`src/hdl/timer_pkg.sv`:
```
// shared constants, register map and mode field layout for the timer
package timer_pkg;
    localparam int DATA_W = 16;
    localparam int ADDR_W = 4;

    // register byte offsets
    localparam logic [3:0] ADDR_MODE  = 4'h0;
    localparam logic [3:0] ADDR_TIMER = 4'h4;
    localparam logic [3:0] ADDR_START = 4'h8;

    // counter limits and values after reset
    localparam logic [15:0] CNT_ZERO     = 16'h0000;
    localparam logic [15:0] CNT_MAX      = 16'hFFFF;
    localparam logic [15:0] CNT_ONE      = 16'h0001;
    localparam logic [15:0] RELOAD_RESET = 16'h0000;
    localparam logic [15:0] RDATA_RESET  = 16'h0000;
    localparam logic [15:0] MODE_RESET   = 16'h0000;
    localparam logic [4:0]  MODE_RSVD    = 5'h00;

    // prescaler taps: divide by 8 and 32 on one 5-bit counter
    localparam logic [4:0] PRE_RESET  = 5'h00;
    localparam logic [4:0] PRE_ONE    = 5'h01;
    localparam logic [4:0] DIV8_LAST  = 5'h07;
    localparam logic [4:0] DIV32_LAST = 5'h1F;

    // operating mode, bits 1:0 of the mode register
    typedef enum logic [1:0] {
        OP_INTERVAL = 2'h0,
        OP_EVENT    = 2'h1,
        OP_ONESHOT  = 2'h2,
        OP_PWM      = 2'h3
    } op_mode_e;

    // count source select: interval taps / event sources
    localparam logic [1:0] SRC_DIV1    = 2'h0;
    localparam logic [1:0] SRC_DIV8    = 2'h1;
    localparam logic [1:0] SRC_DIV32   = 2'h2;
    localparam logic [1:0] SRC_SUB32   = 2'h3;
    localparam logic [1:0] SRC_PIN     = 2'h0;
    localparam logic [1:0] SRC_SIB_B1  = 2'h1;
    localparam logic [1:0] SRC_SIB_X0  = 2'h2;
    localparam logic [1:0] SRC_SIB_X2  = 2'h3;

    // mode register layout, msb first
    typedef struct packed {
        logic [4:0] rsvd;
        logic [1:0] src;
        logic       dir_up;
        logic       dir_ext;
        logic       free_run;
        logic       edge_rise;
        logic       gate_lvl;
        logic       gate_en;
        logic       pulse_en;
        op_mode_e   mode;
    } mode_s;
endpackage

```
`src/hdl/clk_prescaler.sv`:
```
// prescaler making divide-by-8/32 enables and the sub-clock tap
`timescale 1ns/1ps
module clk_prescaler (
    input  wire logic clk,
    input  wire logic rst,
    input  wire logic sub_rise,
    output logic      tick_div8,
    output logic      tick_div32,
    output logic      tick_sub32
);
    logic [4:0] pre_q;
    logic [4:0] sub_q;

    // pre_q free-runs, sub_q steps only on sub-clock rises; wrap at 32 is natural for 5 bits
    always_ff @(posedge clk or posedge rst) begin
        if (rst) begin
            pre_q <= timer_pkg::PRE_RESET;
            sub_q <= timer_pkg::PRE_RESET;
        end else begin
            pre_q <= pre_q + timer_pkg::PRE_ONE;
            if (sub_rise) begin
                sub_q <= sub_q + timer_pkg::PRE_ONE;
            end
        end
    end

    // one-cycle enables, never a derived clock
    assign tick_div8  = (pre_q & timer_pkg::DIV8_LAST)
                        == timer_pkg::DIV8_LAST;
    assign tick_div32 = pre_q == timer_pkg::DIV32_LAST;
    assign tick_sub32 = sub_rise && (sub_q == timer_pkg::DIV32_LAST);
endmodule

```
`src/hdl/general_timer_interval_event.sv`:
```
// 16-bit timer channel: interval mode and single-phase event mode
//
// The implementer's own choices: the plain strobed port and the register addresses.
`timescale 1ns/1ps
module general_timer_interval_event (
    input  wire logic        clk,
    input  wire logic        rst,
    input  wire logic [3:0]  addr,
    input  wire logic [15:0] wdata,
    input  wire logic        wr,
    input  wire logic        rd,
    output logic      [15:0] rdata,
    input  wire logic        count_input_pin,
    input  wire logic        subclk,
    input  wire logic        sibling_timer_b1_ovf,
    input  wire logic        sibling_timer_x0_ovf,
    input  wire logic        sibling_timer_x2_ovf,
    input  wire logic        timer_output_pin_in,
    output logic             timer_output_pin_out,
    output logic             timer_output_pin_oe,
    output logic             irq
);
    timer_pkg::mode_s mode_q;
    logic [15:0]      cnt_q;
    logic [15:0]      cnt_d;
    logic [15:0]      reload_q;
    logic [15:0]      reload_d;
    logic             start_q;
    logic             tout_q;
    logic             toe_q;
    logic             irq_q;
    logic [15:0]      rdata_q;
    logic [15:0]      rdata_d;

    // synchronised pins: bit0 count input, bit1 output pin, bit2 sub
    logic [2:0] pin_lvl;
    logic [2:0] pin_rise;
    logic [2:0] pin_fall;

    pin_sync #(
        .W (3)
    ) u_sync (
        .clk  (clk),
        .rst  (rst),
        .pin  ({subclk, timer_output_pin_in, count_input_pin}),
        .lvl  (pin_lvl),
        .rise (pin_rise),
        .fall (pin_fall)
    );

    logic tick_div8;
    logic tick_div32;
    logic tick_sub32;

    clk_prescaler u_pre (
        .clk        (clk),
        .rst        (rst),
        .sub_rise   (pin_rise[2]),
        .tick_div8  (tick_div8),
        .tick_div32 (tick_div32),
        .tick_sub32 (tick_sub32)
    );

    // register decode
    wire wr_mode  = wr && (addr == timer_pkg::ADDR_MODE);
    wire wr_tmr   = wr && (addr == timer_pkg::ADDR_TIMER);
    wire wr_start = wr && (addr == timer_pkg::ADDR_START);
    wire rd_mode  = rd && (addr == timer_pkg::ADDR_MODE);
    wire rd_tmr   = rd && (addr == timer_pkg::ADDR_TIMER);
    wire rd_start = rd && (addr == timer_pkg::ADDR_START);

    // reserved mode bits are dropped so they always read zero
    wire timer_pkg::mode_s mode_wr =
        timer_pkg::mode_s'({timer_pkg::MODE_RSVD, wdata[10:0]});

    // mode decode from the low two bits
    wire is_int = mode_q.mode == timer_pkg::OP_INTERVAL;
    wire is_evt = mode_q.mode == timer_pkg::OP_EVENT;

    // interval count source: one of four taps
    logic int_src;
    always_comb begin
        case (mode_q.src)
            timer_pkg::SRC_DIV1:  int_src = 1'b1;
            timer_pkg::SRC_DIV8:  int_src = tick_div8;
            timer_pkg::SRC_DIV32: int_src = tick_div32;
            default:              int_src = tick_sub32;
        endcase
    end

    // event source: chosen pin edge or a sibling overflow
    wire pin_edge = mode_q.edge_rise ? pin_rise[0] : pin_fall[0];
    logic evt_src;
    always_comb begin
        case (mode_q.src)
            timer_pkg::SRC_PIN:    evt_src = pin_edge;
            timer_pkg::SRC_SIB_B1: evt_src = sibling_timer_b1_ovf;
            timer_pkg::SRC_SIB_X0: evt_src = sibling_timer_x0_ovf;
            default:               evt_src = sibling_timer_x2_ovf;
        endcase
    end

    // gate opens while the pin sits at its configured level
    wire gate_open = !mode_q.gate_en
                     || (pin_lvl[0] == mode_q.gate_lvl);

    // one-shot and pwm codes are not built here and never count
    wire tick = start_q && ((is_int && int_src && gate_open)
                            || (is_evt && evt_src));

    // output pin turns input when it selects the direction
    wire dir_pin   = is_evt && mode_q.dir_ext;
    wire count_up  = is_evt && (mode_q.dir_ext ? pin_lvl[1]
                                               : mode_q.dir_up);
    wire at_end    = count_up ? (cnt_q == timer_pkg::CNT_MAX)
                              : (cnt_q == timer_pkg::CNT_ZERO);
    wire wrap_ev   = tick && at_end;
    wire free_wrap = is_evt && mode_q.free_run;
    wire pulse_drv = mode_q.pulse_en && !dir_pin;

    // plus/minus one step; the 16-bit wrap gives free-run for free
    wire [15:0] cnt_step = count_up ? cnt_q + timer_pkg::CNT_ONE
                                    : cnt_q - timer_pkg::CNT_ONE;

    // counter next value; a stopped write beats everything
    always_comb begin
        cnt_d = cnt_q;
        if (wr_tmr && !start_q) begin
            cnt_d = wdata;
        end else if (wrap_ev && !free_wrap) begin
            cnt_d = reload_q;
        end else if (tick) begin
            cnt_d = cnt_step;
        end
    end

    // reload takes every timer write; a running counter sees it at wrap, a stopped one at once
    assign reload_d = wr_tmr ? wdata : reload_q;

    // read mux, answered in the following cycle
    always_comb begin
        rdata_d = timer_pkg::RDATA_RESET;
        if (rd_mode) begin
            rdata_d = mode_q;
        end else if (rd_tmr) begin
            rdata_d = cnt_q;
        end else if (rd_start) begin
            rdata_d = {14'h0000, tout_q, start_q};
        end
    end

    // configuration registers
    always_ff @(posedge clk or posedge rst) begin
        if (rst) begin
            mode_q  <= timer_pkg::mode_s'(timer_pkg::MODE_RESET);
            start_q <= 1'b0;
        end else begin
            if (wr_mode) begin
                mode_q <= mode_wr;
            end
            if (wr_start) begin
                start_q <= wdata[0];
            end
        end
    end

    // counter and reload, sixteen bits each
    always_ff @(posedge clk or posedge rst) begin
        if (rst) begin
            cnt_q    <= timer_pkg::CNT_ZERO;
            reload_q <= timer_pkg::RELOAD_RESET;
        end else begin
            cnt_q    <= cnt_d;
            reload_q <= reload_d;
        end
    end

    // pulse output flips on each wrap while pulse_drv is set; request is a one-cycle pulse
    always_ff @(posedge clk or posedge rst) begin
        if (rst) begin
            tout_q  <= 1'b0;
            toe_q   <= 1'b0;
            irq_q   <= 1'b0;
            rdata_q <= timer_pkg::RDATA_RESET;
        end else begin
            if (wrap_ev && pulse_drv) begin
                tout_q <= !tout_q;
            end
            toe_q   <= pulse_drv;
            irq_q   <= wrap_ev;
            rdata_q <= rdata_d;
        end
    end

    assign rdata                = rdata_q;
    assign timer_output_pin_out = tout_q;
    assign timer_output_pin_oe  = toe_q;
    assign irq                  = irq_q;
endmodule

```
`src/hdl/pin_sync.sv`:
```
// two-flop synchroniser with edge detect for external pins
`timescale 1ns/1ps
module pin_sync #(
    parameter int W = 1
) (
    input  wire logic         clk,
    input  wire logic         rst,
    input  wire logic [W-1:0] pin,
    output logic      [W-1:0] lvl,
    output logic      [W-1:0] rise,
    output logic      [W-1:0] fall
);
    logic [W-1:0] meta_q;
    logic [W-1:0] sync_q;
    logic [W-1:0] prev_q;

    // meta_q feeds sync_q only; edges compare sync and prev
    always_ff @(posedge clk or posedge rst) begin
        if (rst) begin
            meta_q <= '0;
            sync_q <= '0;
            prev_q <= '0;
        end else begin
            meta_q <= pin;
            sync_q <= meta_q;
            prev_q <= sync_q;
        end
    end

    assign lvl  = sync_q;
    assign rise = sync_q & ~prev_q;
    assign fall = ~sync_q & prev_q;
endmodule

```
`config.mk`:
```
export PLATFORM = sky130hd
export DESIGN_NAME = general_timer_interval_event
export DESIGN_NICKNAME = d
export VERILOG_FILES = /design/src/hdl/timer_pkg.sv /design/src/hdl/clk_prescaler.sv /design/src/hdl/general_timer_interval_event.sv /design/src/hdl/pin_sync.sv
export SDC_FILE = /design/constraint.sdc
export NUM_CORES = 1
export LEC_CHECK = 0
export BUFFER_PORTS_ARGS = -buffer_cell sky130_fd_sc_hd__clkbuf_2
export CAP_MARGIN = 20
export CORE_MARGIN = 5
export CORE_UTILIZATION = 50
export CTS_CLUSTER_DIAMETER = 200
export DETAILED_ROUTE_END_ITERATION = 12
export HOLD_SLACK_MARGIN = 0.03
export PLACE_DENSITY = 0.7
export SYNTH_ARGS = -nofsm -noshare
export SYNTH_HDL_FRONTEND = slang
export SYNTH_SLANG_ARGS = --single-unit
```
`constraint.sdc`:
```
create_clock -name clk -period 9.4 [get_ports clk]
set_clock_uncertainty 0.15 [all_clocks]
set_input_delay 2.82 -clock clk [delete_from_list [all_inputs] [get_ports clk]]
set_output_delay 2.82 -clock clk [all_outputs]
set_load 0.005 [all_outputs]
```
==> reports/metrics.cfg, run 1 <==
[synth]
synth_compound_area_share_pct=15.6
yosys.area_share.simple_pct=13.1
synth_top_family_by_area=compound AO/OA/AOI/OAI gates
yosysWarnings=0
synth_top_area_share_pct=49.1
ys_types=54
synthArstFlopShare_pct=100
syn_inst=372
avgSynthCellArea_sq_um=11.1
synth_xor_area_share_pct=4.45
ys.flop_type=dfrtp_1
yosys.area.top_type=dfrtp_1
syn_area_sq_mm=0.00413
ys_ff_latch=81
synth_edf_count=0
ys_seq_area_share_pct=49.1
synthMuxAreaShare_pct=9.12
syn_nets=422
synth-adder-area-share_pct=6.24
synth_area_leaders=dfrtp_1 49%, mux2_2 7.9%, ha_1 5.8%

[clocking]
cts.sinks=81
cts_setup_buffers=0
cts_resized=0
cts_buffers=9
ctsHoldBuffers=0
clk_latency_ps=350
clkSlewWorstSetupHoldPaths_ps=90
cts_tree=done
root_buffer=clkbuf_8
cts.path.max_buffers=2
htreeDepth=3

[setup_path]
path_max_fanout=18
r2r_cells=11
cp_slowest_cell=or2_2
critical_path.cell_chain=clkbuf_2, nor3_1, nand3_2, or2_2, and3_1, a221oi_1, o21ai_1
cp-start-kind=input port
end_kind=flop
crit_arrival_ps=4960
required_ps=9480
criticalPathCategory=input port to flop
critPathMaxStageDelay_ps=630

[detailed_routing]
routedWlPerCell_microns=17.5
drt_iter0_markers=151
ant_nets=0
dr.pass1.iters=4
drt_wl_total_microns=9270
num_vias=3089
viasPerCell=5.84
drc=0

[min_path]
hold_path_depth=0
hold_path.class=flop to flop

[placed_design]
place_congestion=0.792
dpl_cell_area_sq_mm=0.00445
dpl.cell_count=512
place.detailed.hpwl_microns=6700
numPortBuffers=48

[power_and_ir_drop]
powerDensity_mw_per_mm2=279
p_sw_uw=495
p_comb_share_pct=39.4
p_leak_nw=2.17
pwr-share-clk_pct=20.7
seqPwrFrac_pct=39.9
swShare_pct=37.8
peakVddDrop_v=0.000149
internal_power_uw=816
power.total_mw=1.31

[layout]
drive_gt1_share_pct=25.5
num-nets-final=470
antenna_cells=0
finalNonFillerCells=529
postLayoutCellArea_sq_mm=0.00470
final.fill_count=654
area_growth_pct=13.8

[sta]
max_freq_ghz=0.205
drv_slew=0
setup_viol=0
grt_setup_unrepaired=no
tns_ps=0
worstMarginPinSlew_ps=1050
relSlewSlack_pct=29.7
fin_crit_sh_pct=52.0
min_period_ps=4880
finalHoldViolCount=0

[floorplan]
die-area_sq_mm=0.0102
dieWidth_microns=101
start_util_pct=50.8
io_pins=49
fp-row-count=33
core_sq_mm=0.00813
die_h_microns=101

[global_route]
grt_overflow_total=0
antenna_found_initial=0
grt_pass1_wl_microns=15500
grt_pass1_vias=3088
grt_usage_pct=19.5
grt_start_max_net_pins=82

[run_status]
outcome=finished clean

[job]
cap_viol_max_count=0

==> synthesized netlist by cell type (6+ instances only) <==
cell type  number
dfrtp_1        81
nand4_1         6
a21oi_1        17
mux2_2         29
a21o_1          7
ha_1           19
nor2_1         20
xnor2_1        13
xor2_1          8
a22o_1          9
inv_1           6
clkbuf_1        9
nand2_1        39
and3_1          9
a31oi_1        11
==> critical path, delay by kind of cell <==
kind                   cells  cell delay, ps
AND/OR/NAND/NOR            4            1750
AO/OA/AOI/OAI              2             300
buffers and inverters      1              90
==> stage by stage <==
step	setup WS, ps	utilization [%]	hold slack [ps]
global placement	3930	54.6	183
global route	4280	57.8	207
finish	4520	57.8	195
detailed placement	4050	54.7	186
CTS	4430	57.3	194
floorplan	4350	-	181
==> layer usage <==
layer,part of all wire (%),track usage [%],vias up
li1,-,-,1464
met1,44,26.8,1524
met2,49,30.7,88
met3,5.4,4.91,13
met4,1.6,6.03,0
met5,0,0,-
==> area by class of cell <==
cell class | instances | area (sq um) | share of cell area [%]
well taps | 105 | 131 | 2.79
clock buffers | 10 | 128 | 2.71
flip-flops and latches | 81 | 2030 | 43.1
repair buffers | 53 | 309 | 6.57
clock inverters | 5 | 81.3 | 1.73
inverters | 6 | 23.8 | 0.506
multi-input cells | 269 | 2000 | 42.6
==> cells by family (layout without fill, tap and decap cells) <==
kind of cell | after synthesis | count (layout)
mux | 34 | 34
buf+inv | 22 | 74
fa+ha+maj | 20 | 20
simple gates | 108 | 108
compound gates | 86 | 86
xor+xnor | 21 | 21
flops | 81 | 81
==> registers in the layout, summed over array words and instances (netlist names), 2 cells and up <==
signal and flops:
cnt_q 16, u_sync.prev_q 2, u_pre.sub_q 5, u_pre.pre_q 5, u_sync.lvl 3, reload_q 16, u_sync.meta_q 3, mode_q 11
rdata 16
==> cell usage in the layout (no fill, tap or decap), drive strengths merged, types with 6 or more instances in the layout <==
| master | netlist | final |
|---|---|---|
| a211oi | 8 | 8 |
| a21o | 7 | 7 |
| a21oi | 17 | 17 |
| a22o | 9 | 9 |
| a31oi | 11 | 11 |
| and3 | 9 | 9 |
| clkbuf | 9 | 58 |
| dfrtp | 81 | 81 |
| ha | 19 | 19 |
| mux2 | 29 | 29 |
| nand2 | 39 | 39 |
| nand4 | 6 | 6 |
| nor2 | 20 | 20 |
| o21ai | 8 | 8 |
| xnor2 | 13 | 13 |
| xor2 | 8 | 8 |
==> path summary, 6_finish.rpt <==
kind,from,to,slack (ps)
min in group asynchronous,rst,u_pre.sub_q[2],2250
setup reg to reg,mode_q[1],cnt_q[12],5510
setup / recovery,addr[1],cnt_q[14],4520
hold / removal,u_sync.meta_q[2],u_sync.lvl[2],200
hold reg to reg,u_sync.meta_q[2],u_sync.lvl[2],200
max in group asynchronous,rst,cnt_q[6],6280
==> power groups by stage <==
| stage | Clock [mW] | Combinational (mW) | Sequential (mW) |
|---|---|---|---|
| after global routing | 0.292 | 0.584 | 0.536 |
| after floorplan | 0 | 0.419 | 0.492 |
| after global placement | 0 | 0.500 | 0.524 |
| after detailed placement | 0 | 0.515 | 0.528 |
| final | 0.271 | 0.517 | 0.523 |
| after CTS | 0.276 | 0.518 | 0.522 |
Note: power is estimated with default switching activity, not from simulation.
==> run 2, diff against run 1 <==
- PLACE_DENSITY: 0.7 -> 0.73
- clock period: 9.4 -> 3.9 ns (I/O delays scaled with it)
==> run 2 against run 1 <==
Compared with the run above: register-to-register slack lost 5200 ps; sequential power grew 140%; routed wire length grew 4.7%; critical path depth grew 5; utilization grew 0.37 points; first-iteration DRC count grew 19%; cell area grew 0.64%; clock-buffer cell count is the same; clock power grew 140%; via count is the same; non-clock buffer count grew 6; flip-flop and latch count is the same; critical path type is now flop to flop; highest routed layer unchanged.
==> reports/metrics.cfg, run 2 (same netlist as run 1, synthesis figures left out) <==
[power_and_ir_drop]
internal_power_mw=1.95  ; +140%
swShare_pct=38.7  ; +0.93 points
seqPwrFrac_pct=39.6  ; -0.3 points
peakVddDrop_v=0.000278  ; +87%
p_comb_share_pct=39.9  ; +0.5 points
p_leak_nw=2.19  ; +1.2%
powerDensity_mw_per_mm2=672  ; +140%
pwr-share-clk_pct=20.5  ; -0.2 points
p_sw_mw=1.23  ; +150%

[floorplan]
start_util_pct=50.8  ; unchanged
core_sq_mm=0.00813  ; unchanged
dieWidth_microns=101  ; unchanged
io_pins=49  ; unchanged
die-area_sq_mm=0.0102  ; unchanged
fp-row-count=33  ; unchanged
die_h_microns=101  ; unchanged

[setup_path]
cp-start-kind=flop
critPathMaxStageDelay_ps=460  ; -170 ps
required_ps=4030  ; -5450 ps
cp_slowest_cell=fa_1
critPathTopFamily=compound AO/OA/AOI/OAI gates
path_max_fanout=8  ; -10
rrSetupSlack_ps=350  ; -5160 ps
criticalPathCategory=flop to flop
critPathBufInv=2  ; +1
critical_path.cell_chain=and2b_1, nor2b_1, inv_1, fa_1, a21o_1, a221oi_1, o21ai_0, buf_4, a31oi_1, xnor2_1, nand2b_1, a32oi_1
crit_arrival_ps=3680  ; -1280 ps
end_kind=flop

[job]
cap_viol_max_count=0  ; unchanged

[sta]
fin_ws_ps=345  ; -4170 ps
grt_setup_unrepaired=no
relSlewSlack_pct=41.4  ; +12 points
fin_crit_sh_pct=91.1
max_freq_ghz=0.281
setup_viol=0  ; unchanged
worstMarginPinSlew_ps=876  ; -175 ps
min_period_ps=3550
drv_slew=0  ; unchanged
tns_ps=0  ; unchanged
finalHoldViolCount=0  ; unchanged

[detailed_routing]
num_vias=3089  ; unchanged
drt_iter0_markers=179  ; +19%
dr.pass1.iters=5  ; +1
routedWlPerCell_microns=18.1  ; +3.3%
drc=0  ; unchanged
ant_nets=0  ; unchanged
drt_wl_total_microns=9700  ; +4.7%
viasPerCell=5.76  ; -1.3%

[layout]
antenna_cells=0  ; unchanged
area_growth_pct=14.5
layout.cells.most_common=dfrtp_1
num-nets-final=476  ; +1.3%
drive_gt1_share_pct=26.9  ; +1.4 points
mostFrequentLayoutCells=81 x dfrtp_1, 48 x clkbuf_2, 39 x nand2_1
final.fill_count=680  ; +4.0%
finalNonFillerCells=536  ; +1.3%
postLayoutCellArea_sq_mm=0.00473  ; +0.64%

[placed_design]
dpl_cell_area_sq_mm=0.00452  ; +1.5%
place_congestion=0.915  ; +15%
pre_cts_ws_ps=411  ; -3630 ps
place.detailed.hpwl_microns=7110  ; +6.2%
numPortBuffers=48  ; unchanged
dpl.cell_count=520  ; +1.6%

[clocking]
root_buffer=clkbuf_8
clk_latency_ps=360  ; about the same
htreeDepth=3  ; unchanged
ctsHoldBuffers=0  ; unchanged
cts.path.max_buffers=2  ; unchanged
cts_tree=done
cts.sinks=81  ; unchanged
cts_buffers=9  ; unchanged
clkSlewWorstSetupHoldPaths_ps=90  ; about the same
cts_setup_buffers=0  ; unchanged
cts_resized=0  ; unchanged

[global_route]
antenna_found_initial=0  ; unchanged
grt_pass1_wl_microns=16100  ; +3.5%
grt_usage_pct=20.3  ; +0.76 points
grt_start_max_net_pins=46  ; -44%
grt_overflow_total=0  ; unchanged
grt_pass1_vias=3170  ; +2.7%

[min_path]
hold_path.class=flop to flop

[run_status]
outcome=finished clean

run 2: cell count changes in the layout (fill, tap and decap cells not counted), sizes merged:
cell | previous run | this run
buf | 5 | 11
inv | 5 | 7
bufinv | 2 | 1
run 2: layout make-up:
class / count / area [sq um] / area share, %
Timing Repair Buffer: 59 / 335 / 7.09
Tap cell: 105 / 131 / 2.78
Sequential cell: 81 / 2030 / 42.8
Clock inverter: 6 / 75.1 / 1.59
Multi-Input combinational cell: 269 / 2000 / 42.3
Inverter: 6 / 23.8 / 0.503
Clock buffer: 10 / 138 / 2.91
run 2: routing by layer:
layer	share of wire (%)	vias to the layer above	wire length (microns)	track usage [%]
met4	1.5	0	150	6.24
met1	44	1508	4270	26.8
met5	0	-	0	0
li1	-	1483	-	-
met2	49	87	4770	33.3
met3	5.4	11	521	4.71
run 2: through the flow:
stage | total power [mW] | hold slack [ps] | utilization (%)
5_1_grt | 3.41 | 215 | 58.2
4_1_cts | 3.18 | 206 | 58.2
2_1_floorplan | 2.19 | 181 | -
6_report | 3.18 | 204 | 58.2
3_3_place_gp | 2.49 | 183 | 55.5
3_5_place_dp | 2.52 | 185 | 55.5
run 2: power groups by stage:
stage	clock (mW)	combinational, mW	sequential [mW]
2_1_floorplan	0	1.01	1.18
3_3_place_gp	0	1.23	1.26
3_5_place_dp	0	1.25	1.27
4_1_cts	0.666	1.26	1.26
5_1_grt	0.700	1.43	1.29
6_report	0.652	1.27	1.26
run 2: worst paths after layout:
kind	depth (start not counted)	end	startpoint
worst max-delay path	12	cnt_q[10]	mode_q[1]
worst min-delay path	0	u_sync.lvl[1]	u_sync.meta_q[1]
worst max register to register	12	cnt_q[10]	mode_q[1]
worst min register to register	0	u_sync.lvl[1]	u_sync.meta_q[1]
max in group asynchronous	3	rdata[13]	rst
min in group asynchronous	2	start_q	rst
